<file path="src/common/mrc_defines.svh">
/*
 * Offsets, field positions, reset values and timing counts of the
 * magnetometer rate and sensor-reset control block.
 * Assumes a 125 MHz system clock and byte-wide register access.
 */
`ifndef MRC_DEFINES_SVH
`define MRC_DEFINES_SVH

// ****************************************************************
// register offsets
// ****************************************************************
`define MRC_ADDR_OUT_FIRST 8'h01
`define MRC_ADDR_OUT_LAST 8'h06
`define MRC_ADDR_OFF_FIRST 8'h09
`define MRC_ADDR_OFF_LAST 8'h0E
`define MRC_ADDR_CTRL1 8'h10
`define MRC_ADDR_CTRL2 8'h11

// ****************************************************************
// field positions and reset values
// ****************************************************************
`define MRC_CTRL1_ACTIVE_BIT 0
`define MRC_CTRL1_AVG_LSB 3
`define MRC_CTRL1_RATE_LSB 5
`define MRC_CTRL2_AUTO_BIT 7
`define MRC_CTRL2_BYPASS_BIT 5
`define MRC_CTRL2_ONESHOT_BIT 4
`define MRC_RATE_RESET 3'h0
`define MRC_AVG_RESET 2'h0
`define MRC_FLAG_RESET 1'b0
`define MRC_AVG_MIN_LOG2 4

// ****************************************************************
// timing
// ****************************************************************
`define MRC_CLK_HZ 125000000
`define MRC_CLK_PERIOD_NS 8
`define MRC_ADC_BASE_HZ 1280
`define MRC_BASE_DIV (`MRC_CLK_HZ / `MRC_ADC_BASE_HZ)
`define MRC_SRST_TIME_NS 1000
`define MRC_SRST_CYCLES ((`MRC_SRST_TIME_NS + `MRC_CLK_PERIOD_NS - 1) / `MRC_CLK_PERIOD_NS)

`endif

</file>
<file path="src/common/mrc_pkg.sv">
/*
 * Types shared by the magnetometer control block.
 * Assumes nothing beyond a SystemVerilog elaborator.
 */
`default_nettype none

package mrc_pkg;
    // sequencer states of the acquisition controller
    typedef enum logic [1:0] {
        MRC_IDLE,
        MRC_SRST,
        MRC_ACQ
    } mrc_state_t;
endpackage

`default_nettype wire

</file>
<file path="src/mrc_rate_gen.sv">
/*
 * Output-rate divider: a 1280 Hz base enable, then a divide by
 * 2^rate times the averaging ratio (16..128).
 * Assumes rate and averaging fields only change in standby.
 */
`default_nettype none

`include "mrc_defines.svh"

module mrc_rate_gen
    import mrc_pkg::*;
#(
    parameter int BASE_DIV = `MRC_BASE_DIV
) (
    input wire logic clk,
    input wire logic rst_n,
    input wire logic enable,
    input wire logic [2:0] rate_select,
    input wire logic [1:0] averaging_select,
    output logic acq_tick
);
    if (BASE_DIV < 2) begin : g_bad_div
        $error("BASE_DIV must be at least 2");
    end

    // ****************************************************************
    // base 1280 Hz enable
    // ****************************************************************
    logic [31:0] base_cnt;
    logic [14:0] period_cnt;
    logic [14:0] period_last;
    logic base_tick;
    logic [3:0] shift_amt;

    assign base_tick = enable && (base_cnt == 32'(BASE_DIV - 1));
    // period in base ticks is 2^(rate + 4 + avg)
    assign shift_amt = 4'(rate_select) + 4'(averaging_select) + 4'(`MRC_AVG_MIN_LOG2);
    assign period_last = 15'((32'h0000_0001 << shift_amt) - 32'h0000_0001);
    assign acq_tick = base_tick && (period_cnt == period_last);

    // counters hold at zero in standby so a new start is clean
    always_ff @(posedge clk or negedge rst_n) begin
        if (!rst_n) begin
            base_cnt <= 32'h0000_0000;
            period_cnt <= 15'h0000;
        end else if (!enable) begin
            base_cnt <= 32'h0000_0000;
            period_cnt <= 15'h0000;
        end else if (base_tick) begin
            base_cnt <= 32'h0000_0000;
            period_cnt <= acq_tick ? 15'h0000 : period_cnt + 15'h0001;
        end else begin
            base_cnt <= base_cnt + 32'h0000_0001;
        end
    end

    // ****************************************************************
    // checks
    // ****************************************************************
    // helper: base ticks seen since the last output tick
    logic [15:0] ticks_seen;
    always_ff @(posedge clk or negedge rst_n) begin
        if (!rst_n) begin
            ticks_seen <= 16'h0000;
        end else if (!enable || acq_tick) begin
            ticks_seen <= 16'h0000;
        end else if (base_tick) begin
            ticks_seen <= ticks_seen + 16'h0001;
        end
    end

    chk_output_period: assert property (@(posedge clk) disable iff (!rst_n)
        acq_tick |-> (32'(ticks_seen) + 32'h0000_0001) == (32'h0000_0001 << shift_amt))
        else $error("output tick not at 2^rate times averaging ratio");
    cov_fast_rate: cover property (@(posedge clk) disable iff (!rst_n)
        acq_tick && rate_select == 3'h0 && averaging_select == 2'h0);
endmodule // mrc_rate_gen

`default_nettype wire

</file>
<file path="src/mrc_sensor_reset.sv">
/*
 * Magnetic sensor reset pulse timer: a start pulse drives the
 * reset coil for a fixed number of cycles, with a done pulse on the last one.
 * Assumes start is only given while idle.
 */
`default_nettype none

`include "mrc_defines.svh"

module mrc_sensor_reset
    import mrc_pkg::*;
#(
    parameter int CYCLES = `MRC_SRST_CYCLES
) (
    input wire logic clk,
    input wire logic rst_n,
    input wire logic start,
    output logic busy,
    output logic done
);
    if (CYCLES < 1 || CYCLES > 65535) begin : g_bad_cycles
        $error("CYCLES must lie in 1..65535");
    end

    logic [15:0] cnt;

    // last cycle of the coil pulse
    assign done = busy && (cnt == 16'(CYCLES - 1));

    always_ff @(posedge clk or negedge rst_n) begin
        if (!rst_n) begin
            busy <= 1'b0;
            cnt <= 16'h0000;
        end else if (start && !busy) begin
            busy <= 1'b1;
            cnt <= 16'h0000;
        end else if (done) begin
            busy <= 1'b0;
        end else if (busy) begin
            cnt <= cnt + 16'h0001;
        end
    end

    // helper: length of the current pulse
    logic [15:0] len;
    always_ff @(posedge clk or negedge rst_n) begin
        if (!rst_n) begin
            len <= 16'h0000;
        end else begin
            len <= busy ? len + 16'h0001 : 16'h0000;
        end
    end

    chk_pulse_length: assert property (@(posedge clk) disable iff (!rst_n)
        $fell(busy) |-> $past(len) == 16'(CYCLES - 1))
        else $error("sensor reset pulse has wrong length");
endmodule // mrc_sensor_reset

`default_nettype wire

</file>
<file path="src/mrc_top.sv">
/*
 * Magnetometer rate and sensor-reset control: control registers,
 * output-rate timing, one-shot and automatic sensor reset cycles,
 * and user offset correction of the measured axes.
 * Assumes the serial front end turns host transfers into one-cycle
 * byte read and write strobes, and that the measurement front end
 * answers each request with one averaged sample per axis.
 */
// Summary of operation
// - sample rate is 1280 over 2^rate over ratio
// - auto enable runs reset before every acquisition
// - auto enable bit always reads back zero
// - bypass zero adds user offsets to data
// - bypass one stores uncorrected data
// - factory trim always applied to output data
// - writing one-shot bit starts sensor reset cycle
// - one-shot bit reads one while cycle runs
// - one-shot bit clears itself when cycle ends
// - control flags are zero after reset
// - rate and averaging fields reset to zero
// - offsets added in two's complement, no clipping
`default_nettype none

`include "mrc_defines.svh"

module mrc_top
    import mrc_pkg::*;
#(
    parameter int BASE_DIV = `MRC_BASE_DIV,
    parameter int SRST_CYCLES = `MRC_SRST_CYCLES,
    parameter logic [47:0] FACT_TRIM = 48'h0000_0000_0000 // arbitrary trim, z:y:x
) (
    input wire logic SYS_CLK,
    input wire logic ARST_N,
    input wire logic [7:0] REG_ADDR,
    input wire logic REG_WR_EN,
    input wire logic [7:0] REG_WDATA,
    input wire logic REG_RD_EN,
    output logic [7:0] REG_RDATA,
    output logic MEAS_REQ,
    input wire logic MEAS_VALID,
    input wire logic [15:0] MEAS_X,
    input wire logic [15:0] MEAS_Y,
    input wire logic [15:0] MEAS_Z,
    output logic SENSOR_RESET_ACTIVE,
    output logic DATA_READY
);
    // ****************************************************************
    // reset release
    // ****************************************************************
    logic rst_meta;
    logic rst_n;

    // async assert, release through two flops
    always_ff @(posedge SYS_CLK or negedge ARST_N) begin
        if (!ARST_N) begin
            rst_meta <= 1'b0;
            rst_n <= 1'b0;
        end else begin
            rst_meta <= 1'b1;
            rst_n <= rst_meta;
        end
    end

    // ****************************************************************
    // register decode
    // ****************************************************************
    logic [2:0] rate_select;
    logic [1:0] averaging_select;
    logic active;
    logic auto_sensor_reset_enable;
    logic offset_bypass;
    logic one_shot;
    logic [7:0] off_reg [6];
    logic [7:0] out_reg [6];

    logic wr_ctrl1;
    logic wr_ctrl2;
    logic wr_off;
    logic rd_out;
    logic rd_off;
    logic [2:0] off_idx;
    logic [2:0] out_idx;
    logic oneshot_write;

    assign wr_ctrl1 = REG_WR_EN && (REG_ADDR == `MRC_ADDR_CTRL1);
    assign wr_ctrl2 = REG_WR_EN && (REG_ADDR == `MRC_ADDR_CTRL2);
    assign wr_off = REG_WR_EN && (REG_ADDR >= `MRC_ADDR_OFF_FIRST)
        && (REG_ADDR <= `MRC_ADDR_OFF_LAST);
    assign rd_out = (REG_ADDR >= `MRC_ADDR_OUT_FIRST) && (REG_ADDR <= `MRC_ADDR_OUT_LAST);
    assign rd_off = (REG_ADDR >= `MRC_ADDR_OFF_FIRST) && (REG_ADDR <= `MRC_ADDR_OFF_LAST);
    assign off_idx = 3'(REG_ADDR - `MRC_ADDR_OFF_FIRST);
    assign out_idx = 3'(REG_ADDR - `MRC_ADDR_OUT_FIRST);
    assign oneshot_write = wr_ctrl2 && REG_WDATA[`MRC_CTRL2_ONESHOT_BIT];

    // read mux: write-only and unused bits return zero
    logic [7:0] ctrl1_view;
    logic [7:0] ctrl2_view;
    logic [7:0] rd_mux;

    assign ctrl1_view = {rate_select, averaging_select, 2'b00, active};
    assign ctrl2_view = {1'b0, 1'b0, offset_bypass, one_shot, 4'h0};
    assign rd_mux = rd_out ? out_reg[out_idx]
        : rd_off ? off_reg[off_idx]
        : (REG_ADDR == `MRC_ADDR_CTRL1) ? ctrl1_view
        : (REG_ADDR == `MRC_ADDR_CTRL2) ? ctrl2_view
        : 8'h00;

    // ****************************************************************
    // control registers
    // ****************************************************************
    mrc_state_t state;
    mrc_state_t next_state;
    logic srst_done;
    logic srst_is_oneshot;
    logic next_one_shot;

    // a new write of one wins over the self-clear of the same cycle
    assign next_one_shot = oneshot_write
        || (one_shot && !(srst_done && srst_is_oneshot));

    // rate fields are taken as written; the host keeps them to standby
    always_ff @(posedge SYS_CLK or negedge rst_n) begin
        if (!rst_n) begin
            rate_select <= `MRC_RATE_RESET;
            averaging_select <= `MRC_AVG_RESET;
            active <= `MRC_FLAG_RESET;
            auto_sensor_reset_enable <= `MRC_FLAG_RESET;
            offset_bypass <= `MRC_FLAG_RESET;
            one_shot <= `MRC_FLAG_RESET;
        end else begin
            if (wr_ctrl1) begin
                rate_select <= REG_WDATA[`MRC_CTRL1_RATE_LSB +: 3];
                averaging_select <= REG_WDATA[`MRC_CTRL1_AVG_LSB +: 2];
                active <= REG_WDATA[`MRC_CTRL1_ACTIVE_BIT];
            end
            if (wr_ctrl2) begin
                auto_sensor_reset_enable <= REG_WDATA[`MRC_CTRL2_AUTO_BIT];
                offset_bypass <= REG_WDATA[`MRC_CTRL2_BYPASS_BIT];
            end
            one_shot <= next_one_shot;
        end
    end

    // offset registers; the low byte's bit 0 is forced to zero
    always_ff @(posedge SYS_CLK or negedge rst_n) begin
        if (!rst_n) begin
            off_reg <= '{default: 8'h00};
        end else if (wr_off) begin
            off_reg[off_idx] <= off_idx[0] ? {REG_WDATA[7:1], 1'b0} : REG_WDATA;
        end
    end

    // read data is registered one cycle after the read strobe
    always_ff @(posedge SYS_CLK or negedge rst_n) begin
        if (!rst_n) begin
            REG_RDATA <= 8'h00;
        end else if (REG_RD_EN) begin
            REG_RDATA <= rd_mux;
        end
    end

    // ****************************************************************
    // rate timing and sensor reset timer
    // ****************************************************************
    logic acq_tick;
    logic acq_pend;
    logic srst_start;
    logic go_acq;
    logic acq_take;

    mrc_rate_gen #(
        .BASE_DIV(BASE_DIV)
    ) u_rate (
        .clk(SYS_CLK),
        .rst_n(rst_n),
        .enable(active),
        .rate_select(rate_select),
        .averaging_select(averaging_select),
        .acq_tick(acq_tick)
    );

    mrc_sensor_reset #(
        .CYCLES(SRST_CYCLES)
    ) u_srst (
        .clk(SYS_CLK),
        .rst_n(rst_n),
        .start(srst_start),
        .busy(SENSOR_RESET_ACTIVE),
        .done(srst_done)
    );

    // ****************************************************************
    // acquisition sequencer
    // ****************************************************************
    logic idle;
    assign idle = (state == MRC_IDLE);
    // one-shot requests take priority over a waiting acquisition
    assign srst_start = idle && (one_shot || (acq_pend && auto_sensor_reset_enable));
    assign acq_take = idle && !one_shot && acq_pend;
    assign go_acq = (acq_take && !auto_sensor_reset_enable)
        || (state == MRC_SRST && srst_done && !srst_is_oneshot);

    always_comb begin
        next_state = state;
        case (state)
            MRC_IDLE: begin
                if (srst_start) begin
                    next_state = MRC_SRST;
                end else if (go_acq) begin
                    next_state = MRC_ACQ;
                end
            end
            MRC_SRST: begin
                if (srst_done) begin
                    next_state = srst_is_oneshot ? MRC_IDLE : MRC_ACQ;
                end
            end
            MRC_ACQ: begin
                if (MEAS_VALID) begin
                    next_state = MRC_IDLE;
                end
            end
            default: begin
                next_state = MRC_IDLE;
            end
        endcase
    end

    // a tick during a busy spell is kept, never dropped
    always_ff @(posedge SYS_CLK or negedge rst_n) begin
        if (!rst_n) begin
            state <= MRC_IDLE;
            acq_pend <= 1'b0;
            srst_is_oneshot <= 1'b0;
            MEAS_REQ <= 1'b0;
        end else begin
            state <= next_state;
            acq_pend <= acq_tick || (acq_pend && !acq_take);
            if (srst_start) begin
                srst_is_oneshot <= one_shot;
            end
            MEAS_REQ <= go_acq;
        end
    end

    // ****************************************************************
    // data path: factory trim, then optional user offset
    // ****************************************************************
    logic [15:0] meas [3];
    logic [15:0] cal [3];
    logic [15:0] corr [3];
    logic store;

    assign meas[0] = MEAS_X;
    assign meas[1] = MEAS_Y;
    assign meas[2] = MEAS_Z;
    assign store = (state == MRC_ACQ) && MEAS_VALID;

    for (genvar a = 0; a < 3; a++) begin : g_axis
        // plain modular sums: no clipping by design
        assign cal[a] = meas[a] + FACT_TRIM[16 * a +: 16];
        assign corr[a] = offset_bypass ? cal[a]
            : cal[a] + {off_reg[2 * a], off_reg[2 * a + 1]};

        always_ff @(posedge SYS_CLK or negedge rst_n) begin
            if (!rst_n) begin
                out_reg[2 * a] <= 8'h00;
                out_reg[2 * a + 1] <= 8'h00;
            end else if (store) begin
                out_reg[2 * a] <= corr[a][15:8];
                out_reg[2 * a + 1] <= corr[a][7:0];
            end
        end
    end

    // new sample flag for the host side
    always_ff @(posedge SYS_CLK or negedge rst_n) begin
        if (!rst_n) begin
            DATA_READY <= 1'b0;
        end else begin
            DATA_READY <= store;
        end
    end

    // ****************************************************************
    // checks
    // ****************************************************************
    logic ctrl2_read;
    assign ctrl2_read = REG_RD_EN && (REG_ADDR == `MRC_ADDR_CTRL2);

    chk_auto_reads_zero: assert property (@(posedge SYS_CLK) disable iff (!rst_n)
        ctrl2_read |=> !REG_RDATA[`MRC_CTRL2_AUTO_BIT])
        else $error("auto enable bit read back nonzero");
    chk_unused_zero: assert property (@(posedge SYS_CLK) disable iff (!rst_n)
        ctrl2_read |=> REG_RDATA[6] == 1'b0 && REG_RDATA[3:0] == 4'h0)
        else $error("unused bits of second register read nonzero");
    chk_oneshot_busy_read: assert property (@(posedge SYS_CLK) disable iff (!rst_n)
        ctrl2_read && SENSOR_RESET_ACTIVE && srst_is_oneshot
            |=> REG_RDATA[`MRC_CTRL2_ONESHOT_BIT])
        else $error("one-shot bit not reading one while cycle runs");
    chk_oneshot_clear: assert property (@(posedge SYS_CLK) disable iff (!rst_n)
        $fell(one_shot) |-> $past(srst_done) && $past(srst_is_oneshot))
        else $error("one-shot bit cleared without end of cycle");
    chk_oneshot_start: assert property (@(posedge SYS_CLK) disable iff (!rst_n)
        oneshot_write && idle && !go_acq |=> ##[0:1] SENSOR_RESET_ACTIVE)
        else $error("one-shot write did not start a reset cycle");
    chk_auto_before_acq: assert property (@(posedge SYS_CLK) disable iff (!rst_n)
        MEAS_REQ && $past(auto_sensor_reset_enable)
            |-> $past(state) == MRC_SRST && $past(srst_done))
        else $error("auto acquisition without a finished reset cycle");
    chk_no_auto_direct: assert property (@(posedge SYS_CLK) disable iff (!rst_n)
        acq_take && !auto_sensor_reset_enable |=> MEAS_REQ && !SENSOR_RESET_ACTIVE)
        else $error("acquisition with auto reset off did not start directly");
    chk_corrected_store: assert property (@(posedge SYS_CLK) disable iff (!rst_n)
        store && !offset_bypass |=> {out_reg[0], out_reg[1]}
            == $past(MEAS_X + FACT_TRIM[15:0] + {off_reg[0], off_reg[1]}))
        else $error("corrected x value wrong");
    chk_raw_store: assert property (@(posedge SYS_CLK) disable iff (!rst_n)
        store && offset_bypass |=> {out_reg[4], out_reg[5]} == $past(MEAS_Z + FACT_TRIM[47:32]))
        else $error("raw z value wrong");
    chk_reset_values: assert property (@(posedge SYS_CLK) disable iff (!ARST_N)
        $rose(rst_n) |-> ctrl1_view == 8'h00 && !auto_sensor_reset_enable
            && !offset_bypass && !one_shot)
        else $error("control fields not zero after reset");

    cov_oneshot_done: cover property (@(posedge SYS_CLK) disable iff (!rst_n)
        $fell(one_shot));
    cov_auto_acq: cover property (@(posedge SYS_CLK) disable iff (!rst_n)
        srst_done && !srst_is_oneshot ##1 MEAS_REQ);
    cov_raw_store: cover property (@(posedge SYS_CLK) disable iff (!rst_n)
        store && offset_bypass);
endmodule // mrc_top

`default_nettype wire

</file>
<file path="config.mk">
export PLATFORM = sky130hd
export DESIGN_NAME = mrc_top
export DESIGN_NICKNAME = d
export VERILOG_FILES = /design/src/common/mrc_pkg.sv /design/src/mrc_rate_gen.sv /design/src/mrc_sensor_reset.sv /design/src/mrc_top.sv
export VERILOG_INCLUDE_DIRS = /design/src /design/src/common
export SDC_FILE = /design/constraint.sdc
export NUM_CORES = 1
export LEC_CHECK = 0
export BUFFER_PORTS_ARGS = -buffer_cell sky130_fd_sc_hd__clkbuf_2
export CAP_MARGIN = 20
export CORE_ASPECT_RATIO = 0.6
export CORE_MARGIN = 10
export CORE_UTILIZATION = 36
export CTS_BUF_LIST = sky130_fd_sc_hd__clkbuf_16
export DETAILED_ROUTE_END_ITERATION = 7
export SYNTH_ARGS = -nofsm -noshare
export SYNTH_HDL_FRONTEND = slang
export SYNTH_SLANG_ARGS = --single-unit
</file>
<file path="constraint.sdc">
create_clock -name SYS_CLK -period 13.85 [get_ports SYS_CLK]
set_input_delay 2.77 -clock SYS_CLK [delete_from_list [all_inputs] [get_ports SYS_CLK]]
set_output_delay 2.77 -clock SYS_CLK [all_outputs]
set_load 0.03 [all_outputs]
</file>
==> impl_metrics.toml, run 1 <==
[yosys]
synthCells = 1261
synthTopCellsByArea = "dfrtp_1 40%, ha_1 6.0%, mux2_2 5.2%"
synthTopCellsByCount = "185 x dfrtp_1, 113 x nor2_1, 105 x nand2_1"
synth.top_cell.area_share = 0.398
synthArstFlopShare = 1.00
synth.yosys.seq_area_share = 0.398
synthesis.area_mm2 = 0.0116
synth_cell_types = 65
ys_warn_count = 0
synth.avg_cell_area_um2 = 9.21
yosysMostFrequentCell = "dfrtp_1"
synth-edff-count = 0
synth_top_flop_cell = "dfrtp_1"
synth_top_cell_by_area = "dfrtp_1"
syn_nets = 1390
synth-seq-cells = 185

[place]
dp_slack_ps = 8320
portBuffers = 79
finalWeightedCongestion = 0.973
dp_hpwl_um = 25800

[critical_path]
critPathSlowestCell = "fa_1"
cp_max_fo = 24
max_stage_delay_ps = 870
ff2ff_setup_slack_ps = 8480
crit_arrival_ps = 5680
cp.required_ps = 14150
reg2reg_depth = 14
worstPathCellList = "ha_1 -> inv_1 -> fa_1 -> nor2b_1 -> nand3_1 -> ha_1 -> xnor2_1 -> nand2b_1 -> a41oi_1 -> or4_4 -> a2111oi_4 -> nand4_2 -> nand2_1 -> o221ai_1"
critical_path.top_delay_family = "simple AND/OR/NAND/NOR gates"
crit_top_cell = "ha_1"
start_kind = "flop"
cp_num_buf_inv = 1
worst-setup-path-type = "reg2reg"
r2r-end = "u_rate.period_cnt[10]$_DFFE_PN0P_"
rr_startpoint = "rate_select[0]$_DFFE_PN0P_"
critPathCaptureType = "flop"

[timing]
setup_ws_ps = 8480
hold_viol = 0
finalSetupViolCount = 0
maxSlewHeadroom = 0.288
fin_skew_ps = 12.0
tightest_slew_ps = 1060
whs_ps = 320
fin_crit_ps = 5370
maxSlewViolCount = 0
fmax_mhz = 186
period_share = 0.388
finalSetupTns_ps = 0
rsz0062_at_grt = "false"

[floorplan]
die_y_um = 159
rows = 50
core_area_mm2 = 0.0315
die-area_mm2 = 0.0401
ios = 80
die_width_um = 252
initial_core_util = 0.369

[finish]
finalNetCount = 1443
n_antenna_cell = 0
area_growth_pct = 12.1
multi_input_area_mm2 = 0.00661
fill_cells = 3132
drive_gt1_frac = 0.147
seqCellArea_mm2 = 0.00463

[clocking]
cts_htree_levels = 4
clk_pin_slew_ps = 70
cts.path.max_buffers = 2
clkLatencyLatePin_ps = 440
ctsHoldBuffers = 0
ctsResizeCount = 0
root_buffer = "clkbuf_16"
cts_tree = "yes"
post_cts.repair.setup_buffers = 0
cts_made_buffers = 17
clock_sinks = 185

[power]
totalPowerFinal_mw = 1.35
power_leakage_nw = 5.76
peakVddDrop_v = 0.0000754
p_per_area_mw_per_mm2 = 104

[drt]
wire_per_inst_um = 19.5
drt_pre_antenna_iters = 5
ant_nets = 0
wl_um = 34100
drt_iter0_markers = 818
vias_per_cell = 5.63
route.detailed.drc = 0
vias = 9808

[status]
run_status = "finished, final reports clean"

[global_routing]
grt_pass1_vias = 9010
track_usage = 0.168
grt_pass1_wl_um = 53100
grt_max_degree = 81
antenna_found_initial = 0
grt_overflow = 0

[flow_run]
cap_violations = 0

[worst_hold_path]
hp-class = "reg2async"
cells in the final DEF (no fill, tap or decap), drive strengths merged, types with 4 or more instances in the layout:
| cell type | synthesis | layout |
|---|---|---|
| ha | 56 | 56 |
| o211ai | 6 | 6 |
| fa | 4 | 4 |
| a211oi | 11 | 11 |
| o21a | 10 | 10 |
| a2111oi | 4 | 4 |
| nor4b | 5 | 5 |
| nand2b | 5 | 5 |
| nand3 | 57 | 57 |
| nor3b | 6 | 6 |
| and2 | 11 | 11 |
| or3 | 10 | 10 |
| dfrtp | 185 | 185 |
| o31ai | 8 | 8 |
| a21o | 9 | 9 |
| a21oi | 85 | 85 |
| and3 | 25 | 25 |
| buf | 10 | 14 |
| a31oi | 34 | 34 |
| o21ai | 76 | 76 |
| nor4 | 6 | 6 |
| a22oi | 43 | 43 |
| nand4 | 21 | 21 |
| clkinv | 0 | 5 |
| xor2 | 48 | 48 |
| a211o | 6 | 6 |
| nand3b | 7 | 7 |
| or2 | 7 | 7 |
| a22o | 4 | 4 |
| xnor2 | 44 | 44 |
| inv | 37 | 41 |
| nor2b | 19 | 19 |
| mux2 | 54 | 54 |
| clkbuf | 49 | 96 |
| and4 | 9 | 9 |
| nor3 | 23 | 23 |
| nor2 | 113 | 113 |
| nand2 | 105 | 105 |
| mux2i | 25 | 25 |
worst max path at each step:
stage                                from                                end  slack [ps]  cells past startpoint
2_1_floorplan             rst_n$_DFF_PN0_               DATA_READY$_DFF_PN0_        8310                      0
3_3_place_gp                  REG_ADDR[0]            off_reg[45]$_DFFE_PN0P_        8420                      7
3_5_place_dp                  REG_ADDR[0]            off_reg[47]$_DFFE_PN0P_        8320                      7
4_1_cts        rate_select[0]$_DFFE_PN0P_  u_rate.period_cnt[10]$_DFFE_PN0P_        8570                     14
5_1_grt        rate_select[0]$_DFFE_PN0P_  u_rate.period_cnt[10]$_DFFE_PN0P_        8090                     14
6_report       rate_select[0]$_DFFE_PN0P_  u_rate.period_cnt[10]$_DFFE_PN0P_        8480                     14
stage by stage:
step,cell area [um^2],util,std cells
2_1_floorplan,11600,-,1261
3_3_place_gp,12400,0.393,1707
3_5_place_dp,12400,0.393,1707
4_1_cts,13000,0.412,1739
5_1_grt,13000,0.414,1743
6_report,13000,0.414,1743
per-layer routing:
metal / share of wire / vias up / global-route usage / wire [um]
li1: - / 4678 / - / -
met1: 0.52 / 4774 / 0.265 / 17800
met2: 0.38 / 321 / 0.215 / 12900
met3: 0.084 / 35 / 0.0454 / 2870
met4: 0.015 / 0 / 0.0390 / 512
met5: 0 / - / 0 / 0
worst reg2reg max path, cell delays in order, from the launching register on:
cell       delay [ps]
dfrtp_1           390
ha_1              320
inv_1              90
fa_1              870
nor2b_1           300
nand3_1           170
ha_1              440
xnor2_1           410
nand2b_1          160
a41oi_1           120
or4_4             570
a2111oi_4         350
nand4_2           560
nand2_1           320
o221ai_1          150
cells by family after synthesis:
family | after synthesis | synth area share
adder cells (fa/ha/maj) | 60 | 0.0672
other | 1 | 0.000323
AND/OR/NAND/NOR | 433 | 0.184
buffers and inverters | 96 | 0.0331
AO/OA/AOI/OAI | 314 | 0.171
flip-flops | 185 | 0.398
multiplexers | 80 | 0.0758
XOR/XNOR | 92 | 0.0700
power by group:
part           total, mW  switching [mW]  internal, mW
Clock              0.505           0.221         0.284
Combinational      0.220           0.131        0.0896
Sequential         0.628          0.0501         0.578
Total               1.35           0.402         0.952
cell type report:
class,instances,area share
clock buffers,17,0.0327
clock inverters,15,0.0133
inverters,37,0.0107
multi-input cells,980,0.507
flip-flops and latches,185,0.356
well taps,416,0.0400
repair buffers,93,0.0402
No activity file was read; power rests on OpenSTA's default activity.
==> run 2: changes to the inputs <==
==> constraint.sdc (replaced) <==
create_clock -name SYS_CLK -period 4.65 [get_ports SYS_CLK]
set_input_delay 0.93 -clock SYS_CLK [delete_from_list [all_inputs] [get_ports SYS_CLK]]
set_output_delay 0.93 -clock SYS_CLK [all_outputs]
set_load 0.03 [all_outputs]
==> run 2 against run 1 <==
Effect of this change:
- fmax grew 24%
- first-iteration DRC count grew 26%
- clock power grew to 2.8 times the previous value
- sequential share of layout area is essentially flat
- critical path type unchanged
- critical endpoint is now u_rate.period_cnt[9]$_DFFE_PN0P_
==> impl_metrics.toml, run 2 (synthesis gave the netlist of run 1 again) <==
[clocking]
ctsHoldBuffers = 0
cts.path.max_buffers = 2
clkLatencyLatePin_ps = 450
cts_made_buffers = 17
clk_pin_slew_ps = 70
cts_htree_levels = 4
clock_sinks = 185
root_buffer = "clkbuf_16"
cts_tree = "yes"

[floorplan]
die-area_mm2 = 0.0401
rows = 50
ios = 80
initial_core_util = 0.369
core_area_mm2 = 0.0315
die_y_um = 159
die_width_um = 252

[timing]
fmax_mhz = 231
maxSlewViolCount = 0
period_share = 0.932
tightest_slew_ps = 931
maxSlewHeadroom = 0.379
rsz0062_at_grt = "false"
fin_skew_ps = 16.4
hold_viol = 0
finalSetupViolCount = 0
fin_crit_ps = 4340
finalSetupTns_ps = 0

[finish]
seqCellArea_mm2 = 0.00463
fill_cells = 3130
multi_input_area_mm2 = 0.00662
area_growth_pct = 12.3
drive_gt1_frac = 0.152
finalNetCount = 1448
fin_cells = 1748
final_cell_mix = "183 x dfrtp_1, 113 x nor2_1, 105 x nand2_1"
final_common_cell = "dfrtp_1"
finalInstanceArea_mm2 = 0.0130
n_antenna_cell = 0

[power]
power_leakage_nw = 5.76
totalPowerFinal_mw = 3.93
peakVddDrop_v = 0.000242
p_per_area_mw_per_mm2 = 302

[place]
place_area_mm2 = 0.0124
dp.cells = 1713
portBuffers = 79
dp_hpwl_um = 25700
finalWeightedCongestion = 0.940

[critical_path]
max_stage_delay_ps = 570
crit_arrival_ps = 4650
critPathSlowestCell = "or4_4"
cp_max_fo = 15
cp.required_ps = 4970
worst-setup-path-type = "reg2reg"
critPathCaptureType = "flop"
worstPathCellList = "ha_2 -> inv_1 -> fa_1 -> nor2b_1 -> nand3_1 -> ha_1 -> xnor2_1 -> nand2b_1 -> a41oi_1 -> or4_4 -> a2111oi_4 -> nand4_4 -> buf_4 -> a31oi_1 -> mux2i_1"
start_kind = "flop"

[global_routing]
grt_overflow = 0
grt_pass1_vias = 8908
track_usage = 0.166
antenna_found_initial = 1
grt_pass1_wl_um = 52700
grt_max_degree = 93

[worst_hold_path]
hp-class = "in2async"

[drt]
ant_nets = 0
wl_um = 34000
wire_per_inst_um = 19.5
drt_pre_antenna_iters = 5
drt_iter0_markers = 1031
route.detailed.drc = 0
vias_per_cell = 5.61
vias = 9812

[flow_run]
cap_violations = 0

[status]
run_status = "finished, final reports clean"
==> run 2: changes by cell type in the layout (fill, tap and decap cells not counted), sizes merged <==
cell | previous run | this run
buf | 14 | 19
bufinv | 3 | 0
clkinv | 5 | 6
inv | 41 | 43
==> run 2: area by class of cell <==
type	instances	area share
multi-input cells	980	0.508
clock inverters	15	0.0106
repair buffers	98	0.0434
well taps	416	0.0399
inverters	37	0.0106
clock buffers	17	0.0326
flip-flops and latches	185	0.355
==> run 2: final timing paths <==
check                           cells past startpoint                        from  slack (ps)                                to
worst max-delay path                               15  rate_select[0]$_DFFE_PN0P_         310  u_rate.period_cnt[9]$_DFFE_PN0P_
worst min-delay path                                1                      ARST_N         260                   rst_n$_DFF_PN0_
worst max register to register                     15  rate_select[0]$_DFFE_PN0P_         310  u_rate.period_cnt[9]$_DFFE_PN0P_
worst min register to register                      0          rst_meta$_DFF_PN0_         360                   rst_n$_DFF_PN0_
max in group asynchronous                           1             rst_n$_DFF_PN0_        3080           off_reg[40]$_DFFE_PN0P_
min in group SYS_CLK                                0          rst_meta$_DFF_PN0_         360                   rst_n$_DFF_PN0_
==> run 2: layer usage <==
layer | wire length, um | GRT usage | vias up
met3 | 3040 | 0.0443 | 30
met5 | 13 | 0 | -
met4 | 361 | 0.0335 | 2
met1 | 17500 | 0.265 | 4769
li1 | - | - | 4686
met2 | 13100 | 0.213 | 325
==> run 2: per-stage QoR <==
step,setup slack [ps],util,hold slack [ps]
5_1_grt,60.2,0.415,245
2_1_floorplan,450,-,331
3_5_place_dp,171,0.395,342
6_report,315,0.415,258
3_3_place_gp,377,0.395,338
4_1_cts,165,0.413,247
==> run 2: repair_timing <==
action	4_1_cts	5_1_grt
buffers inserted	0	0
endpoints found under the setup margin	0	7
endpoints found under the hold margin	0	0
resized for setup	0	2
==> run 2: where the power goes <==
group          switching (mW)  total, mW  internal (mW)
Combinational           0.379      0.647          0.268
Clock                   0.707       1.41          0.706
Sequential              0.155       1.88           1.72
Total                    1.24       3.93           2.69
==> run 2: critical path, delay by kind of cell, from the launching register on <==
kind	cells	cell delay, ps
DFF	1	390
adders and majority gates	3	1020
buffers and inverters	2	330
and+or+nand+nor	5	1340
AOI/OAI and AO/OA	3	730
muxes	1	90
xor gates and xnor gates	1	320
==> run 3: changes to the inputs <==
--- a/config.mk
+++ b/config.mk
@@ -8,7 +8,6 @@
 export LEC_CHECK = 0
 export BUFFER_PORTS_ARGS = -buffer_cell sky130_fd_sc_hd__clkbuf_2
 export CAP_MARGIN = 20
-export CORE_ASPECT_RATIO = 0.6
 export CORE_MARGIN = 10
 export CORE_UTILIZATION = 36
 export CTS_BUF_LIST = sky130_fd_sc_hd__clkbuf_16
==> run 3 against run 2 <==
Effect of this change:
- global-route usage is 0.33 points lower
- flip-flop and latch count stayed put
- core utilization is 0.43 points lower
- sequential power hardly changed
- wire length is 6.0% lower
- critical path type unchanged
- critical endpoint is now u_rate.period_cnt[13]$_DFFE_PN0P_
==> impl_metrics.toml, run 3 (synthesis gave the netlist of run 1 again) <==
[global_routing]
grt_max_degree = 93
grt_pass1_vias = 9164
grt_pass1_wl_um = 50900
antenna_found_initial = 1
track_usage = 0.163
grt_overflow = 0

[drt]
met2_length_um = 13500
wl_um = 32000
ant_nets = 0
routedLengthMet1_um = 16000
routed-wl-met3_um = 1920
route.detailed.drc = 0
wire_per_inst_um = 18.4
drt_pre_antenna_iters = 5
drt_iter0_markers = 950
vias = 9659
vias_per_cell = 5.56
maxUsedRoutingLayer = "met4"

[clocking]
clock_sinks = 185
cts.path.max_buffers = 2
cts_htree_levels = 4
root_buffer = "clkbuf_16"
ctsResizeCount = 0
clkLatencyLatePin_ps = 440
cts_tree = "yes"
post_cts.repair.setup_buffers = 0
ctsHoldBuffers = 0
clk_pin_slew_ps = 70
cts_made_buffers = 17

[flow_run]
cap_violations = 0

[floorplan]
rows = 65
die_y_um = 200
ios = 80
core_area_mm2 = 0.0317
die-area_mm2 = 0.0399
initial_core_util = 0.366
die_width_um = 200

[timing]
hold_viol = 0
tightest_slew_ps = 899
fin_skew_ps = 15.5
period_share = 0.899
fin_crit_ps = 4180
finalSetupTns_ps = 0
whs_ps = 258
maxSlewViolCount = 0
finalSetupViolCount = 0
rsz0062_at_grt = "false"
fmax_mhz = 239
setup_ws_ps = 472
maxSlewHeadroom = 0.385

[place]
dp_hpwl_um = 24100
dp_slack_ps = 470
finalWeightedCongestion = 0.947
portBuffers = 79

[critical_path]
rr_startpoint = "averaging_select[0]$_DFFE_PN0P_"
worst-setup-path-type = "reg2reg"
reg2reg_depth = 15
critPathSlowestCell = "or4_4"
worstPathCellList = "ha_1 -> inv_1 -> fa_1 -> nor2b_1 -> nand3_1 -> ha_1 -> xnor2_1 -> nand2b_1 -> a41oi_1 -> or4_4 -> a2111oi_4 -> nand4_2 -> buf_4 -> a31oi_1 -> mux2i_1"
start_kind = "flop"
r2r-end = "u_rate.period_cnt[13]$_DFFE_PN0P_"
crit_top_cell = "ha_1"
critPathCaptureType = "flop"
crit_arrival_ps = 4500
ff2ff_setup_slack_ps = 470
cp.required_ps = 4970
cp_max_fo = 24
max_stage_delay_ps = 560

[finish]
drive_gt1_frac = 0.150
area_growth_pct = 12.0
fill_cells = 3176
finalNetCount = 1448
final_common_cell = "dfrtp_1"
final_cell_mix = "183 x dfrtp_1, 113 x nor2_1, 105 x nand2_1"

[power]
totalPowerFinal_mw = 3.93
p_per_area_mw_per_mm2 = 302
peakVddDrop_v = 0.000175
power_leakage_nw = 5.77

[worst_hold_path]
hp-class = "in2async"

[status]
run_status = "finished, final reports clean"
==> run 3: through the flow <==
step | cells | utilization | area (um^2)
detailed placement | 1700 | 0.392 | 12400
global route | 1735 | 0.410 | 13000
finish | 1736 | 0.410 | 13000
global placement | 1700 | 0.392 | 12400
floorplan | 1261 | - | 11600
CTS | 1732 | 0.410 | 13000
==> run 3: power by group <==
part	switching [mW]	internal, mW
registers	0.139	1.72
logic	0.379	0.268
clock network	0.677	0.749
==> run 3: worst max-delay path: cells and delay by family, from the launching register on <==
family	cells	cell delay, ps
AND/OR/NAND/NOR	5	1230
adder cells (fa/ha/maj)	3	1070
AO/OA/AOI/OAI	3	660
flip-flops	1	380
buffers and inverters	2	320
XOR/XNOR	1	320
multiplexers	1	90
==> run 3: metal layers <==
| metal | vias to the layer above | global-route usage |
|---|---|---|
| met3 | 36 | 0.0306 |
| met4 | 0 | 0.0466 |
| met5 | - | 0 |
| met1 | 4693 | 0.239 |
| li1 | 4695 | - |
| met2 | 235 | 0.238 |
==> run 3: cell type report <==
| class | count | area [um^2] | area share |
|---|---|---|---|
| timing repair buffer | 98 | 554 | 0.0426 |
| antenna | 2 | 5.00 | 0.000385 |
| tap | 402 | 503 | 0.0387 |
| multi-input combinational | 980 | 6610 | 0.508 |
| sequential | 185 | 4630 | 0.356 |
| clock inverter | 15 | 143 | 0.0110 |
| clock buffer | 17 | 425 | 0.0327 |
| inverter | 37 | 139 | 0.0107 |
==> run 3: how the worst max path moves through the flow <==
stage                                               start                                 to  slack, ps  depth (start not counted)
after floorplan                rate_select[0]$_DFFE_PN0P_   u_rate.period_cnt[1]$_DFFE_PN0P_        450                         16
after global placement         rate_select[0]$_DFFE_PN0P_  u_rate.period_cnt[10]$_DFFE_PN0P_        640                         15
after detailed placement  averaging_select[0]$_DFFE_PN0P_  u_rate.period_cnt[13]$_DFFE_PN0P_        470                         15
after CTS                 averaging_select[0]$_DFFE_PN0P_  u_rate.period_cnt[13]$_DFFE_PN0P_        470                         15
after global routing      averaging_select[0]$_DFFE_PN0P_   u_rate.period_cnt[3]$_DFFE_PN0P_        110                         15
final                     averaging_select[0]$_DFFE_PN0P_  u_rate.period_cnt[13]$_DFFE_PN0P_        470                         15
